===== config.mk =====
export PLATFORM = sky130hd
export DESIGN_NAME = clock_gen_top
export DESIGN_NICKNAME = d
export VERILOG_FILES = /design/src/include/clock_gen_pkg.sv /design/src/verilog/clock_gen_top.sv /design/src/verilog/enable_divider.sv /design/src/verilog/pin_sync.sv
export SDC_FILE = /design/constraint.sdc
export NUM_CORES = 1
export LEC_CHECK = 0
export BUFFER_PORTS_ARGS = -buffer_cell sky130_fd_sc_hd__buf_2
export CELL_PAD_IN_SITES_DETAIL_PLACEMENT = 1
export CELL_PAD_IN_SITES_GLOBAL_PLACEMENT = 1
export CORE_ASPECT_RATIO = 1.1
export CORE_MARGIN = 3
export CORE_UTILIZATION = 35
export CTS_BUF_LIST = sky130_fd_sc_hd__clkbuf_4
export CTS_CLUSTER_SIZE = 20
export DETAILED_ROUTE_END_ITERATION = 10
export PLACE_DENSITY = 0.65
export SYNTH_ARGS = -nofsm -noshare
export SYNTH_HDL_FRONTEND = slang
export SYNTH_HIERARCHICAL = 1
export SYNTH_SLANG_ARGS = --single-unit

===== constraint.sdc =====
create_clock -name clk -period 3.8 [get_ports clk]
set_clock_uncertainty 0.1 [all_clocks]
set_input_delay 0 -clock clk [delete_from_list [all_inputs] [get_ports clk]]
set_output_delay 0 -clock clk [all_outputs]
set_load 0.02 [all_outputs]

===== src/include/clock_gen_pkg.sv =====
// Package of the clock generator: register map, field layout, reset
// values, state encoding and timing counts.
// Assumes a 125 MHz system clock and a 32-bit Avalon-MM register bus.
`default_nettype none

package clock_gen_pkg;

    // ==================================================================
    // Clock and timing
    // ==================================================================
    localparam int unsigned CLK_MHZ = 125;
    // Settling time unit; the selected time is this unit times 2**sel.
    localparam int unsigned SETTLE_UNIT_NS = 2048;
    localparam int unsigned SETTLE_BASE_CYC =
        (SETTLE_UNIT_NS * CLK_MHZ + 999) / 1000;
    localparam int unsigned SETTLE_W = 24;
    localparam int unsigned SUB_DIV = 128;
    localparam int unsigned MED_DIV_MAX = 32;

    // ==================================================================
    // Register offsets (byte addresses)
    // ==================================================================
    localparam logic [3:0] OFS_SYSTEM_CLOCK_CONTROL = 4'h0;
    localparam logic [3:0] OFS_LOW_POWER_CONTROL = 4'h4;
    localparam logic [3:0] OFS_STANDBY_CONTROL = 4'h8;
    localparam logic [3:0] OFS_CLOCK_STATUS = 4'hc;

    // ==================================================================
    // Field positions
    // ==================================================================
    localparam int unsigned POS_BUS_CLOCK_SEL_LO = 0;
    localparam int unsigned POS_BUS_CLOCK_SEL_HI = 2;
    localparam int unsigned POS_FACTOR_SWITCH_MODE = 3;
    localparam int unsigned POS_PLL_FACTOR_BIT_LO = 0;
    localparam int unsigned POS_PLL_FACTOR_BIT_HI = 1;
    localparam int unsigned POS_STANDBY_ENTER = 0;
    localparam int unsigned POS_SETTLE_TIME_SEL_LO = 4;
    localparam int unsigned POS_SETTLE_TIME_SEL_HI = 6;
    localparam int unsigned POS_STAT_HALTED = 2;
    localparam int unsigned POS_STAT_SETTLING = 3;
    localparam int unsigned POS_STAT_SEL_LO = 4;
    localparam int unsigned POS_STAT_SEL_HI = 6;

    // ==================================================================
    // Reset values and encodings
    // ==================================================================
    localparam logic [1:0] FACTOR_X1 = 2'h0;
    localparam logic [1:0] FACTOR_X2 = 2'h1;
    localparam logic [1:0] FACTOR_X4 = 2'h2;
    localparam logic [1:0] FACTOR_BAD = 2'h3;
    localparam logic [2:0] BUS_SEL_FULL = 3'h0;
    localparam logic [2:0] BUS_SEL_LIMIT = 3'h5;
    localparam logic [2:0] SETTLE_SEL_RESET = 3'h0;
    localparam logic FACTOR_MODE_RESET = 1'b0;

    typedef enum logic [1:0] {
        ST_RUN,
        ST_STANDBY,
        ST_SETTLE
    } clk_state_e;

endpackage : clock_gen_pkg

`default_nettype wire


===== src/verilog/clock_gen_top.sv =====
// Clock generator: oscillator multiplier with phase alignment, factor
// switching through standby, subclock and medium-speed dividers and the
// bus master clock selector. All clocks leave as one-cycle enables.
// Assumes an Avalon-MM master and an oscillator pin far slower than clk.
//
// Function
// - Multiply oscillator rate by one, two or four per the factor field.
// - Internal clock rising edge follows the oscillator pin rising edge.
// - With switch mode 0, a new factor waits for software standby.
// - On standby exit, count the settling time chosen by the select field.
// - After reset the active factor is one.
// - Standby entry stops the system and bus clocks and loads the pending factor.
// - Clocks resume only after settling, at the new factor.
// - Subclock is the oscillator clock divided by 128.
// - Medium-speed clocks divide the system clock by 2 to 32.
// - Bus masters get full speed or one divided clock per select field.
// - With switch mode 1, a new factor takes effect at once.
// - Factor 00 is x1, 01 x2, 10 x4; 11 is refused.
// - Select 000 full, 001..101 divide by 2..32; 11X is refused.
`timescale 1ns/1ps
`default_nettype none

module clock_gen_top
    import clock_gen_pkg::*;
#(
    parameter int unsigned PERIOD_W = 16,
    parameter int unsigned SETTLE_BASE = SETTLE_BASE_CYC
)
(
    input wire logic clk,
    input wire logic arst_n,
    input wire logic [3:0] address,
    input wire logic read,
    input wire logic write,
    input wire logic [31:0] writedata,
    input wire logic [3:0] byteenable,
    output logic [31:0] readdata,
    output logic waitrequest,
    input wire logic osc_input_pin,
    input wire logic wake_req,
    output logic phi_en,
    output logic sub_en,
    output logic bus_clk_en,
    output logic clocks_halted
);

    if (PERIOD_W < 4 || SETTLE_BASE < 1 ||
        (SETTLE_BASE << 7) >= (1 << SETTLE_W))
    begin : g_bad_param
        $error("clock_gen_top parameters out of range");
    end

    clk_state_e state;
    logic [1:0] pending_factor;
    logic [1:0] active_factor;
    logic factor_switch_mode;
    logic [2:0] bus_clock_sel;
    logic [2:0] active_sel;
    logic [2:0] settle_time_sel;
    logic [SETTLE_W-1:0] settle_cnt;
    logic [PERIOD_W-1:0] per_cnt;
    logic [PERIOD_W-1:0] period;
    logic [PERIOD_W-1:0] pcnt;
    logic [1:0] pulses_left;
    logic osc_level;
    logic osc_rise;
    logic next_phi;
    logic tap_hit;
    logic [4:0] med_cnt;
    logic wr_acc;
    logic wr_scc;
    logic wr_lpc;
    logic wr_sbc;
    logic enter_req;
    logic [1:0] wr_factor;
    logic [2:0] wr_sel;
    logic [31:0] rd_mux;

    // ==================================================================
    // Oscillator pin and fixed dividers
    // ==================================================================
    pin_sync u_osc_sync (
        .clk(clk),
        .arst_n(arst_n),
        .pin(osc_input_pin),
        .level(osc_level),
        .rise(osc_rise)
    );

    // The subclock keeps running in standby; only the system and bus clocks stop.
    enable_divider #(.DIV(SUB_DIV)) u_sub_div (
        .clk(clk),
        .arst_n(arst_n),
        .en(osc_rise),
        .count(),
        .tick(sub_en)
    );

    enable_divider #(.DIV(MED_DIV_MAX)) u_med_div (
        .clk(clk),
        .arst_n(arst_n),
        .en(next_phi),
        .count(med_cnt),
        .tick()
    );

    // ==================================================================
    // Avalon-MM slave: one wait cycle, then the answer
    // ==================================================================
    assign wr_acc = write && !waitrequest && byteenable[0];
    assign wr_scc = wr_acc && (address == OFS_SYSTEM_CLOCK_CONTROL);
    assign wr_lpc = wr_acc && (address == OFS_LOW_POWER_CONTROL);
    assign wr_sbc = wr_acc && (address == OFS_STANDBY_CONTROL);
    assign wr_factor = writedata[POS_PLL_FACTOR_BIT_HI:
                                 POS_PLL_FACTOR_BIT_LO];
    assign wr_sel = writedata[POS_BUS_CLOCK_SEL_HI:POS_BUS_CLOCK_SEL_LO];
    assign enter_req = wr_sbc && writedata[POS_STANDBY_ENTER] &&
                       (state == ST_RUN);

    always_ff @(posedge clk or negedge arst_n)
    begin
        if (!arst_n)
        begin
            waitrequest <= 1'b1;
        end
        else
        begin
            waitrequest <= !((read || write) && waitrequest);
        end
    end

    always_comb
    begin
        rd_mux = 32'h0;
        if (address == OFS_SYSTEM_CLOCK_CONTROL)
        begin
            rd_mux[POS_FACTOR_SWITCH_MODE] = factor_switch_mode;
            rd_mux[POS_BUS_CLOCK_SEL_HI:POS_BUS_CLOCK_SEL_LO] =
                bus_clock_sel;
        end
        else if (address == OFS_LOW_POWER_CONTROL)
        begin
            rd_mux[POS_PLL_FACTOR_BIT_HI:POS_PLL_FACTOR_BIT_LO] =
                pending_factor;
        end
        else if (address == OFS_STANDBY_CONTROL)
        begin
            rd_mux[POS_SETTLE_TIME_SEL_HI:POS_SETTLE_TIME_SEL_LO] =
                settle_time_sel;
        end
        else if (address == OFS_CLOCK_STATUS)
        begin
            rd_mux[POS_PLL_FACTOR_BIT_HI:POS_PLL_FACTOR_BIT_LO] =
                active_factor;
            rd_mux[POS_STAT_HALTED] = (state != ST_RUN);
            rd_mux[POS_STAT_SETTLING] = (state == ST_SETTLE);
            rd_mux[POS_STAT_SEL_HI:POS_STAT_SEL_LO] = active_sel;
        end
    end

    always_ff @(posedge clk or negedge arst_n)
    begin
        if (!arst_n)
        begin
            readdata <= 32'h0;
        end
        else if (read && waitrequest)
        begin
            readdata <= rd_mux;
        end
    end

    // ==================================================================
    // Control registers
    // ==================================================================
    always_ff @(posedge clk or negedge arst_n)
    begin
        if (!arst_n)
        begin
            factor_switch_mode <= FACTOR_MODE_RESET;
            bus_clock_sel <= BUS_SEL_FULL;
        end
        else if (wr_scc)
        begin
            factor_switch_mode <= writedata[POS_FACTOR_SWITCH_MODE];
            if (wr_sel <= BUS_SEL_LIMIT)
            begin
                bus_clock_sel <= wr_sel;
            end
        end
    end

    always_ff @(posedge clk or negedge arst_n)
    begin
        if (!arst_n)
        begin
            pending_factor <= FACTOR_X1;
        end
        else if (wr_lpc && wr_factor != FACTOR_BAD)
        begin
            pending_factor <= wr_factor;
        end
    end

    always_ff @(posedge clk or negedge arst_n)
    begin
        if (!arst_n)
        begin
            settle_time_sel <= SETTLE_SEL_RESET;
        end
        else if (wr_sbc)
        begin
            settle_time_sel <= writedata[POS_SETTLE_TIME_SEL_HI:
                                         POS_SETTLE_TIME_SEL_LO];
        end
    end

    // ==================================================================
    // Standby sequence and active factor
    // ==================================================================
    always_ff @(posedge clk or negedge arst_n)
    begin
        if (!arst_n)
        begin
            state <= ST_RUN;
            settle_cnt <= '0;
        end
        else
        begin
            case (state)
                ST_RUN:
                begin
                    if (enter_req)
                    begin
                        state <= ST_STANDBY;
                    end
                end
                ST_STANDBY:
                begin
                    if (wake_req)
                    begin
                        state <= ST_SETTLE;
                        settle_cnt <= SETTLE_W'(SETTLE_BASE) <<
                                      settle_time_sel;
                    end
                end
                ST_SETTLE:
                begin
                    settle_cnt <= settle_cnt - 1'b1;
                    if (settle_cnt == SETTLE_W'(1))
                    begin
                        state <= ST_RUN;
                    end
                end
                default:
                begin
                    state <= ST_RUN;
                end
            endcase
        end
    end

    // A factor written in mode 0 only shows in the pending copy.
    always_ff @(posedge clk or negedge arst_n)
    begin
        if (!arst_n)
        begin
            active_factor <= FACTOR_X1;
        end
        else if (enter_req)
        begin
            active_factor <= pending_factor;
        end
        else if (wr_lpc && factor_switch_mode && wr_factor != FACTOR_BAD)
        begin
            active_factor <= wr_factor;
        end
    end

    // ==================================================================
    // Multiplier: the last oscillator period is split into 1, 2 or 4
    // slots, and each oscillator rise restarts the train so the phase
    // cannot drift. A change of oscillator rate takes one period to learn.
    // ==================================================================
    always_ff @(posedge clk or negedge arst_n)
    begin
        if (!arst_n)
        begin
            per_cnt <= '0;
            period <= '0;
        end
        else if (osc_rise)
        begin
            period <= PERIOD_W'(per_cnt + 1'b1);
            per_cnt <= '0;
        end
        else if (per_cnt != '1)
        begin
            per_cnt <= PERIOD_W'(per_cnt + 1'b1);
        end
    end

    assign next_phi = (state == ST_RUN) &&
                      (osc_rise ||
                       (pulses_left != 2'h0 &&
                        PERIOD_W'(pcnt + 1'b1) ==
                        (period >> active_factor)));

    always_ff @(posedge clk or negedge arst_n)
    begin
        if (!arst_n)
        begin
            pcnt <= '0;
            pulses_left <= 2'h0;
        end
        else if (osc_rise)
        begin
            pcnt <= '0;
            pulses_left <= 2'((3'h1 << active_factor) - 1'b1);
        end
        else if (next_phi)
        begin
            pcnt <= '0;
            pulses_left <= pulses_left - 1'b1;
        end
        else if (pcnt != '1)
        begin
            pcnt <= PERIOD_W'(pcnt + 1'b1);
        end
    end

    // ==================================================================
    // Bus master clock selection
    // ==================================================================
    always_comb
    begin
        case (active_sel)
            3'h1: tap_hit = med_cnt[0];
            3'h2: tap_hit = &med_cnt[1:0];
            3'h3: tap_hit = &med_cnt[2:0];
            3'h4: tap_hit = &med_cnt[3:0];
            3'h5: tap_hit = &med_cnt[4:0];
            default: tap_hit = 1'b1;
        endcase
    end

    // Switching while every tap fires at once leaves no short pulse.
    always_ff @(posedge clk or negedge arst_n)
    begin
        if (!arst_n)
        begin
            active_sel <= BUS_SEL_FULL;
        end
        else if ((next_phi && med_cnt == 5'h1f) || state != ST_RUN)
        begin
            active_sel <= bus_clock_sel;
        end
    end

    always_ff @(posedge clk or negedge arst_n)
    begin
        if (!arst_n)
        begin
            phi_en <= 1'b0;
            bus_clk_en <= 1'b0;
            clocks_halted <= 1'b0;
        end
        else
        begin
            phi_en <= next_phi;
            bus_clk_en <= next_phi && tap_hit;
            clocks_halted <= (state != ST_RUN) || enter_req;
        end
    end

    logic [2:0] phi_seen;
    logic factor_moved;
    logic [SETTLE_W-1:0] settle_elapsed;

    always_ff @(posedge clk or negedge arst_n)
    begin
        if (!arst_n)
        begin
            phi_seen <= 3'h0;
            factor_moved <= 1'b0;
            settle_elapsed <= '0;
        end
        else
        begin
            phi_seen <= osc_rise ? 3'(next_phi) :
                        3'(phi_seen + 3'(next_phi));
            settle_elapsed <= (state == ST_SETTLE) ?
                              SETTLE_W'(settle_elapsed + 1'b1) : '0;
            // A factor change mid-period leaves a stale pulse train.
            factor_moved <= !osc_rise &&
                            (factor_moved || wr_lpc || enter_req);
        end
    end
endmodule : clock_gen_top

`default_nettype wire


===== src/verilog/enable_divider.sv =====
// Counter of enable pulses that divides their rate by DIV.
// Assumes en is a one-cycle pulse on clk; tick is registered.
`timescale 1ns/1ps
`default_nettype none

module enable_divider
#(
    parameter int unsigned DIV = 2
)
(
    input wire logic clk,
    input wire logic arst_n,
    input wire logic en,
    output logic [$clog2(DIV)-1:0] count,
    output logic tick
);

    localparam int unsigned W = $clog2(DIV);
    localparam logic [W-1:0] LAST = W'(DIV - 1);

    if (DIV < 2)
    begin : g_bad_div
        $error("enable_divider needs DIV of at least 2");
    end

    // ==================================================================
    // Count and wrap
    // ==================================================================
    always_ff @(posedge clk or negedge arst_n)
    begin
        if (!arst_n)
        begin
            count <= '0;
            tick <= 1'b0;
        end
        else
        begin
            tick <= en && (count == LAST);
            if (en)
            begin
                count <= (count == LAST) ? '0 : W'(count + 1'b1);
            end
        end
    end

endmodule : enable_divider

`default_nettype wire


===== src/verilog/pin_sync.sv =====
// Three-stage synchroniser for a pin from outside the clock domain.
// Assumes the pin is slow against clk; a level counts once stages two
// and three agree.
`timescale 1ns/1ps
`default_nettype none

module pin_sync
(
    input wire logic clk,
    input wire logic arst_n,
    input wire logic pin,
    output logic level,
    output logic rise
);

    logic q1;
    logic q2;
    logic q3;

    // ==================================================================
    // Synchroniser chain
    // ==================================================================
    always_ff @(posedge clk or negedge arst_n)
    begin
        if (!arst_n)
        begin
            q1 <= 1'b0;
            q2 <= 1'b0;
            q3 <= 1'b0;
        end
        else
        begin
            q1 <= pin;
            q2 <= q1;
            q3 <= q2;
        end
    end

    // ==================================================================
    // Agreed level and its rising edge
    // ==================================================================
    always_ff @(posedge clk or negedge arst_n)
    begin
        if (!arst_n)
        begin
            level <= 1'b0;
            rise <= 1'b0;
        end
        else
        begin
            if (q2 == q3)
            begin
                level <= q2;
            end
            rise <= (q2 == q3) && q2 && !level;
        end
    end

endmodule : pin_sync

`default_nettype wire

# After elaboration in Yosys (flattened, before gate mapping)
# Index checks and enable logic that the tools add are counted.
[totals]
output_inout_bits = 37
inputBits = 46
regBits = 119
[op_classes]
shifts = 3
n_addsub = 7
reduce_logical = 42
n_lt_le_gt_ge = 1
muxes = 25
eq_ne = 21
[op_table]
columns = ["cell", "count"]
rows = [
  ["two-way mux 16 bit", 5],
  ["one-hot mux 24 bit (2 select lines)", 1],
  ["adder 16 x 1 -> 16 bit, second input constant", 2],
  ["inequality test 16 bit, second input constant", 2],
  ["equality test 24 x 1 -> 1 bit, second input constant", 1],
  ["two-way mux 24 bit", 1],
  ["<< shifter 9 x 3 -> 24 bit, first input constant", 1],
  ["subtractor 24 x 1 -> 24 bit, second input constant", 1],
  ["logical AND 1 bit", 19],
  ["equality test 16 bit", 1],
  ["two-way mux 2 bit", 8],
  ["right shift 16 x 2 -> 16 bit", 1],
  ["two-way mux 7 bit", 2],
  ["nonzero test 2 bit", 6],
  ["two-way mux 5 bit", 2],
  ["equality test 4 bit, second input constant", 2],
  ["two-way mux 4 bit", 2],
  ["inequality test 2 bit, second input constant", 4],
  ["adder 7 x 1 -> 7 bit, second input constant", 1],
  ["equality test 7 bit, second input constant", 1],
  ["equality test 3 x 2 -> 1 bit, second input constant", 2],
  ["equality test 3 bit, second input constant", 2],
  ["two-way mux 3 bit", 2],
  ["one-hot mux 2 bit (3 select lines)", 1],
  ["other kinds (20)", 29],
]

# Depth between registers and ports, before layout
[logic_depth]
ltp_word = 8
ltp_mapped = 13
mapped_depth_nobuf = 11

# Cells and area by module
# The synthesis kept the hierarchy.
[by_module_without_submodules]
columns = ["mod", "cells_each", "seq_area_each_um2", "area_per_inst_um2", "n_inst"]
rows = [
  ["clock_gen_top", 613, 2528.7, 6028.3, 1],
  ["enable_divider at u_sub_div", 35, 200.2, 370.4, 1],
  ["enable_divider at u_med_div", 23, 150.1, 292.8, 1],
  ["pin_sync", 8, 125.1, 158.9, 1],
]

# Least setup slack after synthesis
# Ideal clock, no wire load.
[synth_timing]
kind = "register -> register"
from = "register pcnt[0]"
to = "register u_med_div.count[2]"
slack_ns = 0.640
required_ns = 3.620
arrival_time_ns = 2.980
stages_incl_launch_ff = 13
synth_period_minus_slack_ns = 3.160
cell_sequence = "dfrtp_1 > ha_1 > nand3_4 > nor4_1 > o21ai_0 > a2111oi_4 > and4_2 > and2_1 > o21a_1 > buf_4 > nand2_1 > mux2_4 > o22ai_2"
[synth_via]
elab_chain_len = 5
[synth_lines]
columns = ["element", "line_no", "rtl"]
rows = [
  ["from (decl)", "clock_gen_top.sv:63", "logic [PERIOD_W-1:0] pcnt;"],
  ["from (signal assigned)", "clock_gen_top.sv:328", "pcnt <= PERIOD_W'(pcnt + 1'b1);"],
  ["adder 16 x 1 -> 16 bit", "clock_gen_top.sv:306", "PERIOD_W'(pcnt + 1'b1) =="],
  ["equality test 16 bit", "clock_gen_top.sv:306", ""],
  ["logical AND 1 bit", "clock_gen_top.sv:305", "(pulses_left != 2'h0 &&"],
  ["logical OR 1 bit", "clock_gen_top.sv:304", "(osc_rise ||"],
  ["logical AND 1 bit", "clock_gen_top.sv:303", "assign next_phi = (state == ST_RUN) &&"],
  ["via next_phi", "clock_gen_top.sv:67", "logic next_phi;"],
  ["to (signal assigned)", "enable_divider.sv:41", "count <= (count == LAST) ? '0 : W'(count + 1'b1);"],
  ["to (decl)", "enable_divider.sv:14", "output logic [$clog2(DIV)-1:0] count,"],
]
# The timed path passes the listed nets, and every way through them passes these cells.
# A chain may end at the register's enable or synchronous reset.

# Worst setup path after layout
# Ends and elaborated chain as after synthesis.

==> results.py <==
metrics = {
    "run_status": {
        "run_status": "finished clean",
    },
    "clock_tree": {
        "worst_setup_hold_path_clk_slew_ps": 110,
        "clock_sink_count": 119,
        "tritoncts_clock_tree": "done",
        "cts_inserted_buffers": 17,
        "clock_path_buffers": 2,
        "cts_post_setup_buffers_inserted": 0,
        "cts.htree.levels": 4,
        "insertion_delay_ps": 530,
        "cts_root_buf": "sky130_fd_sc_hd__clkbuf_4",
    },
    "power_and_ir_drop": {
        "switching_share_pct": 36.2,
        "p_leak_nw": 3.45,
        "vdd.ir_drop.worst_uv": 308,
        "power.share.combinational_pct": 29.0,
        "pwr-share-seq_pct": 44.0,
        "internal_power_mw": 2.67,
        "net-switching-power_mw": 1.51,
        "clock_network_fraction_of_design_power_pct": 27.0,
        "cellPowerDensity_nw_per_um2": 537,
    },
    "drt": {
        "avgRoutedWirePerCell_um": 17.3,
        "number_of_vias_after_detailed_routing": 5303,
        "drcViolationCount": 0,
        "first_iter_violations": 216,
        "final_antenna_net_count": 0,
        "drt-pass1-iter-count": 4,
        "detail_route.vias_per_cell": 5.35,
        "totalWireLength_um": 17200,
    },
    "die": {
        "fp.coreArea_um2": 18700,
        "fp.dieArea_um2": 21200,
        "start_util_pct": 36.4,
        "die_width_um": 139,
        "num_io_pins": 83,
        "rows": 52,
        "dieHeight_um": 152,
    },
    "critical_path": {
        "worst_setup_path_end_kind": "register",
        "setup.worst_path.start": "pcnt[0]",
        "critical_path.startpoint_type": "register",
        "regToRegStartpoint": "pcnt[0]",
        "largest_fanout_on_the_critical_path": 8,
        "ws_path_type": "register to register",
        "worstPathArrival_ps": 3810,
        "required_time_of_the_critical_path_ps": 4170,
    },
    "sta": {
        "fin_tns_setup_ps": 0,
        "grt_setup_unrepaired": "no",
        "finalCritPeriodShare_pct": 90.5,
        "maxSlewHeadroom_pct": 40.2,
        "number_of_max_slew_violations_in_the_final_report": 0,
        "setup_viol_count_final": 0,
        "hold_violations": 0,
        "tightest_slew_ps": 897,
        "timing.final.crit_period_ps": 3440,
        "achievable-frequency_mhz": 291,
    },
    "synth": {
        "synthesis.instances": 677,
        "yosys_warnings": 6,
        "netlist_area_um2": 6820,
        "synth_area_per_cell_um2": 10.1,
    },
    "placed_design": {
        "gp_routability_congestion": 0.791,
        "detailed_place_hpwl_um": 12000,
        "placed_cell_area_um2": 7140,
        "port_buffers": 29,
    },
    "grt": {
        "antenna_found_initial": 1,
        "grt_util_met2_pct": 29.5,
        "groute.layer.met3.usage_pct": 3.89,
        "busiest_layer_in_global_routing": "met2",
        "via_count_of_the_first_global_routing_pass": 5669,
        "pin_count_of_the_biggest_net_entering_global_routing": 65,
        "global_route.overflow_total": 0,
        "grt_first_pass_wirelength_um": 29000,
        "grt_util_met1_pct": 20.0,
        "grt_util_all_layers_pct": 16.7,
    },
    "cells_and_area": {
        "final_layout_size_suffix_gt1_share_pct": 16.2,
        "layout-area-overhead-vs-synth_pct": 14.1,
        "mostFrequentLayoutCell": "sky130_fd_sc_hd__dfrtp_1",
        "mostFrequentLayoutCells": "sky130_fd_sc_hd__dfrtp_1 (117), sky130_fd_sc_hd__nand2_1 (61), sky130_fd_sc_hd__nor2_1 (58)",
        "design.final.nets": 788,
        "final_design_area_no_fill_um2": 7780,
    },
    "job": {
        "maxCapViolations": 0,
    },
    "worst_hold_path": {
        "holdCritPathClass": "input pin to asynchronous set/reset pin",
    },
}
worst paths after layout:
path | to | slack [ps] | cells past startpoint
worst max register to register | u_med_div/count[2] | 360 | 11
worst min-delay path | phi_en | 20 | 2
worst min register to register | u_osc_sync/q2 | 260 | 0
worst max-delay path | u_med_div/count[2] | 360 | 11
max in group asynchronous | waitrequest | 2630 | 3
min in group clk | active_factor[0] | 90 | 5
registers in the layout, indices dropped and copies added (netlist names), 2 cells and up:
signal and count:
pending_factor 2, u_med_div/count 5, settle_time_sel 3, pcnt 16
period 16, pulses_left 2, u_sub_div/count 7, active_sel 3
settle_cnt 24, state 2, bus_clock_sel 3, active_factor 2
per_cnt 16, readdata 7
critical path: stages (launching register included):
cell and delay, ps:
sky130_fd_sc_hd__dfrtp_1 450, sky130_fd_sc_hd__ha_1 350, sky130_fd_sc_hd__nand3_4 170, sky130_fd_sc_hd__nor2_1 240, sky130_fd_sc_hd__xnor3_1 390, sky130_fd_sc_hd__a2111oi_4 380, sky130_fd_sc_hd__and4_2 370, sky130_fd_sc_hd__and2_1 170
sky130_fd_sc_hd__o21a_1 310, sky130_fd_sc_hd__nand2_1 90, sky130_fd_sc_hd__mux2_4 260, sky130_fd_sc_hd__o22ai_2 100
area by class of cell:
cell class / count / area [um^2]
sequential: 119 / 2980
clock inverter: 15 / 226
fill: 2134 / 11000
multi-input combinational: 511 / 3550
timing repair buffer: 69 / 531
tap: 243 / 304
inverter: 16 / 60.1
clock buffer: 17 / 128
antenna: 1 / 2.50
metal layers:
layer	share of wire, %	up-vias
li1	-	2520
met1	43	2707
met2	53	57
met3	2.5	19
met4	1.5	0
met5	0	-
metrics by stage:
step | worst slack (ps) | utilization (%) | hold WS, ps | std cells | power [mW]
4_1_cts | 190 | 41.5 | 11.0 | 990 | 4.23
6_report | 360 | 41.5 | 18.2 | 991 | 4.18
3_3_place_gp | 323 | 38.1 | 12.2 | 930 | 2.97
3_5_place_dp | 201 | 38.1 | 13.0 | 930 | 3.05
2_1_floorplan | 644 | - | -396 | 701 | 2.70
5_1_grt | 69.4 | 41.5 | 50.2 | 991 | 4.48
power groups by stage:
stage | clock network [mW] | registers (mW) | logic, mW
floorplan | 0 | 1.75 | 0.952
global placement | 0 | 1.84 | 1.13
detailed placement | 0 | 1.86 | 1.19
CTS | 1.17 | 1.84 | 1.22
global route | 1.23 | 1.89 | 1.37
finish | 1.13 | 1.84 | 1.21
repair_timing:
item / 4_1_cts / 5_1_grt
gates resized for setup: 0 / 1
hold buffers: 28 / 0
endpoints found under the hold margin: 92 / 0
endpoints found under the setup margin: 0 / 4
Power figures use the tool's default switching activity.
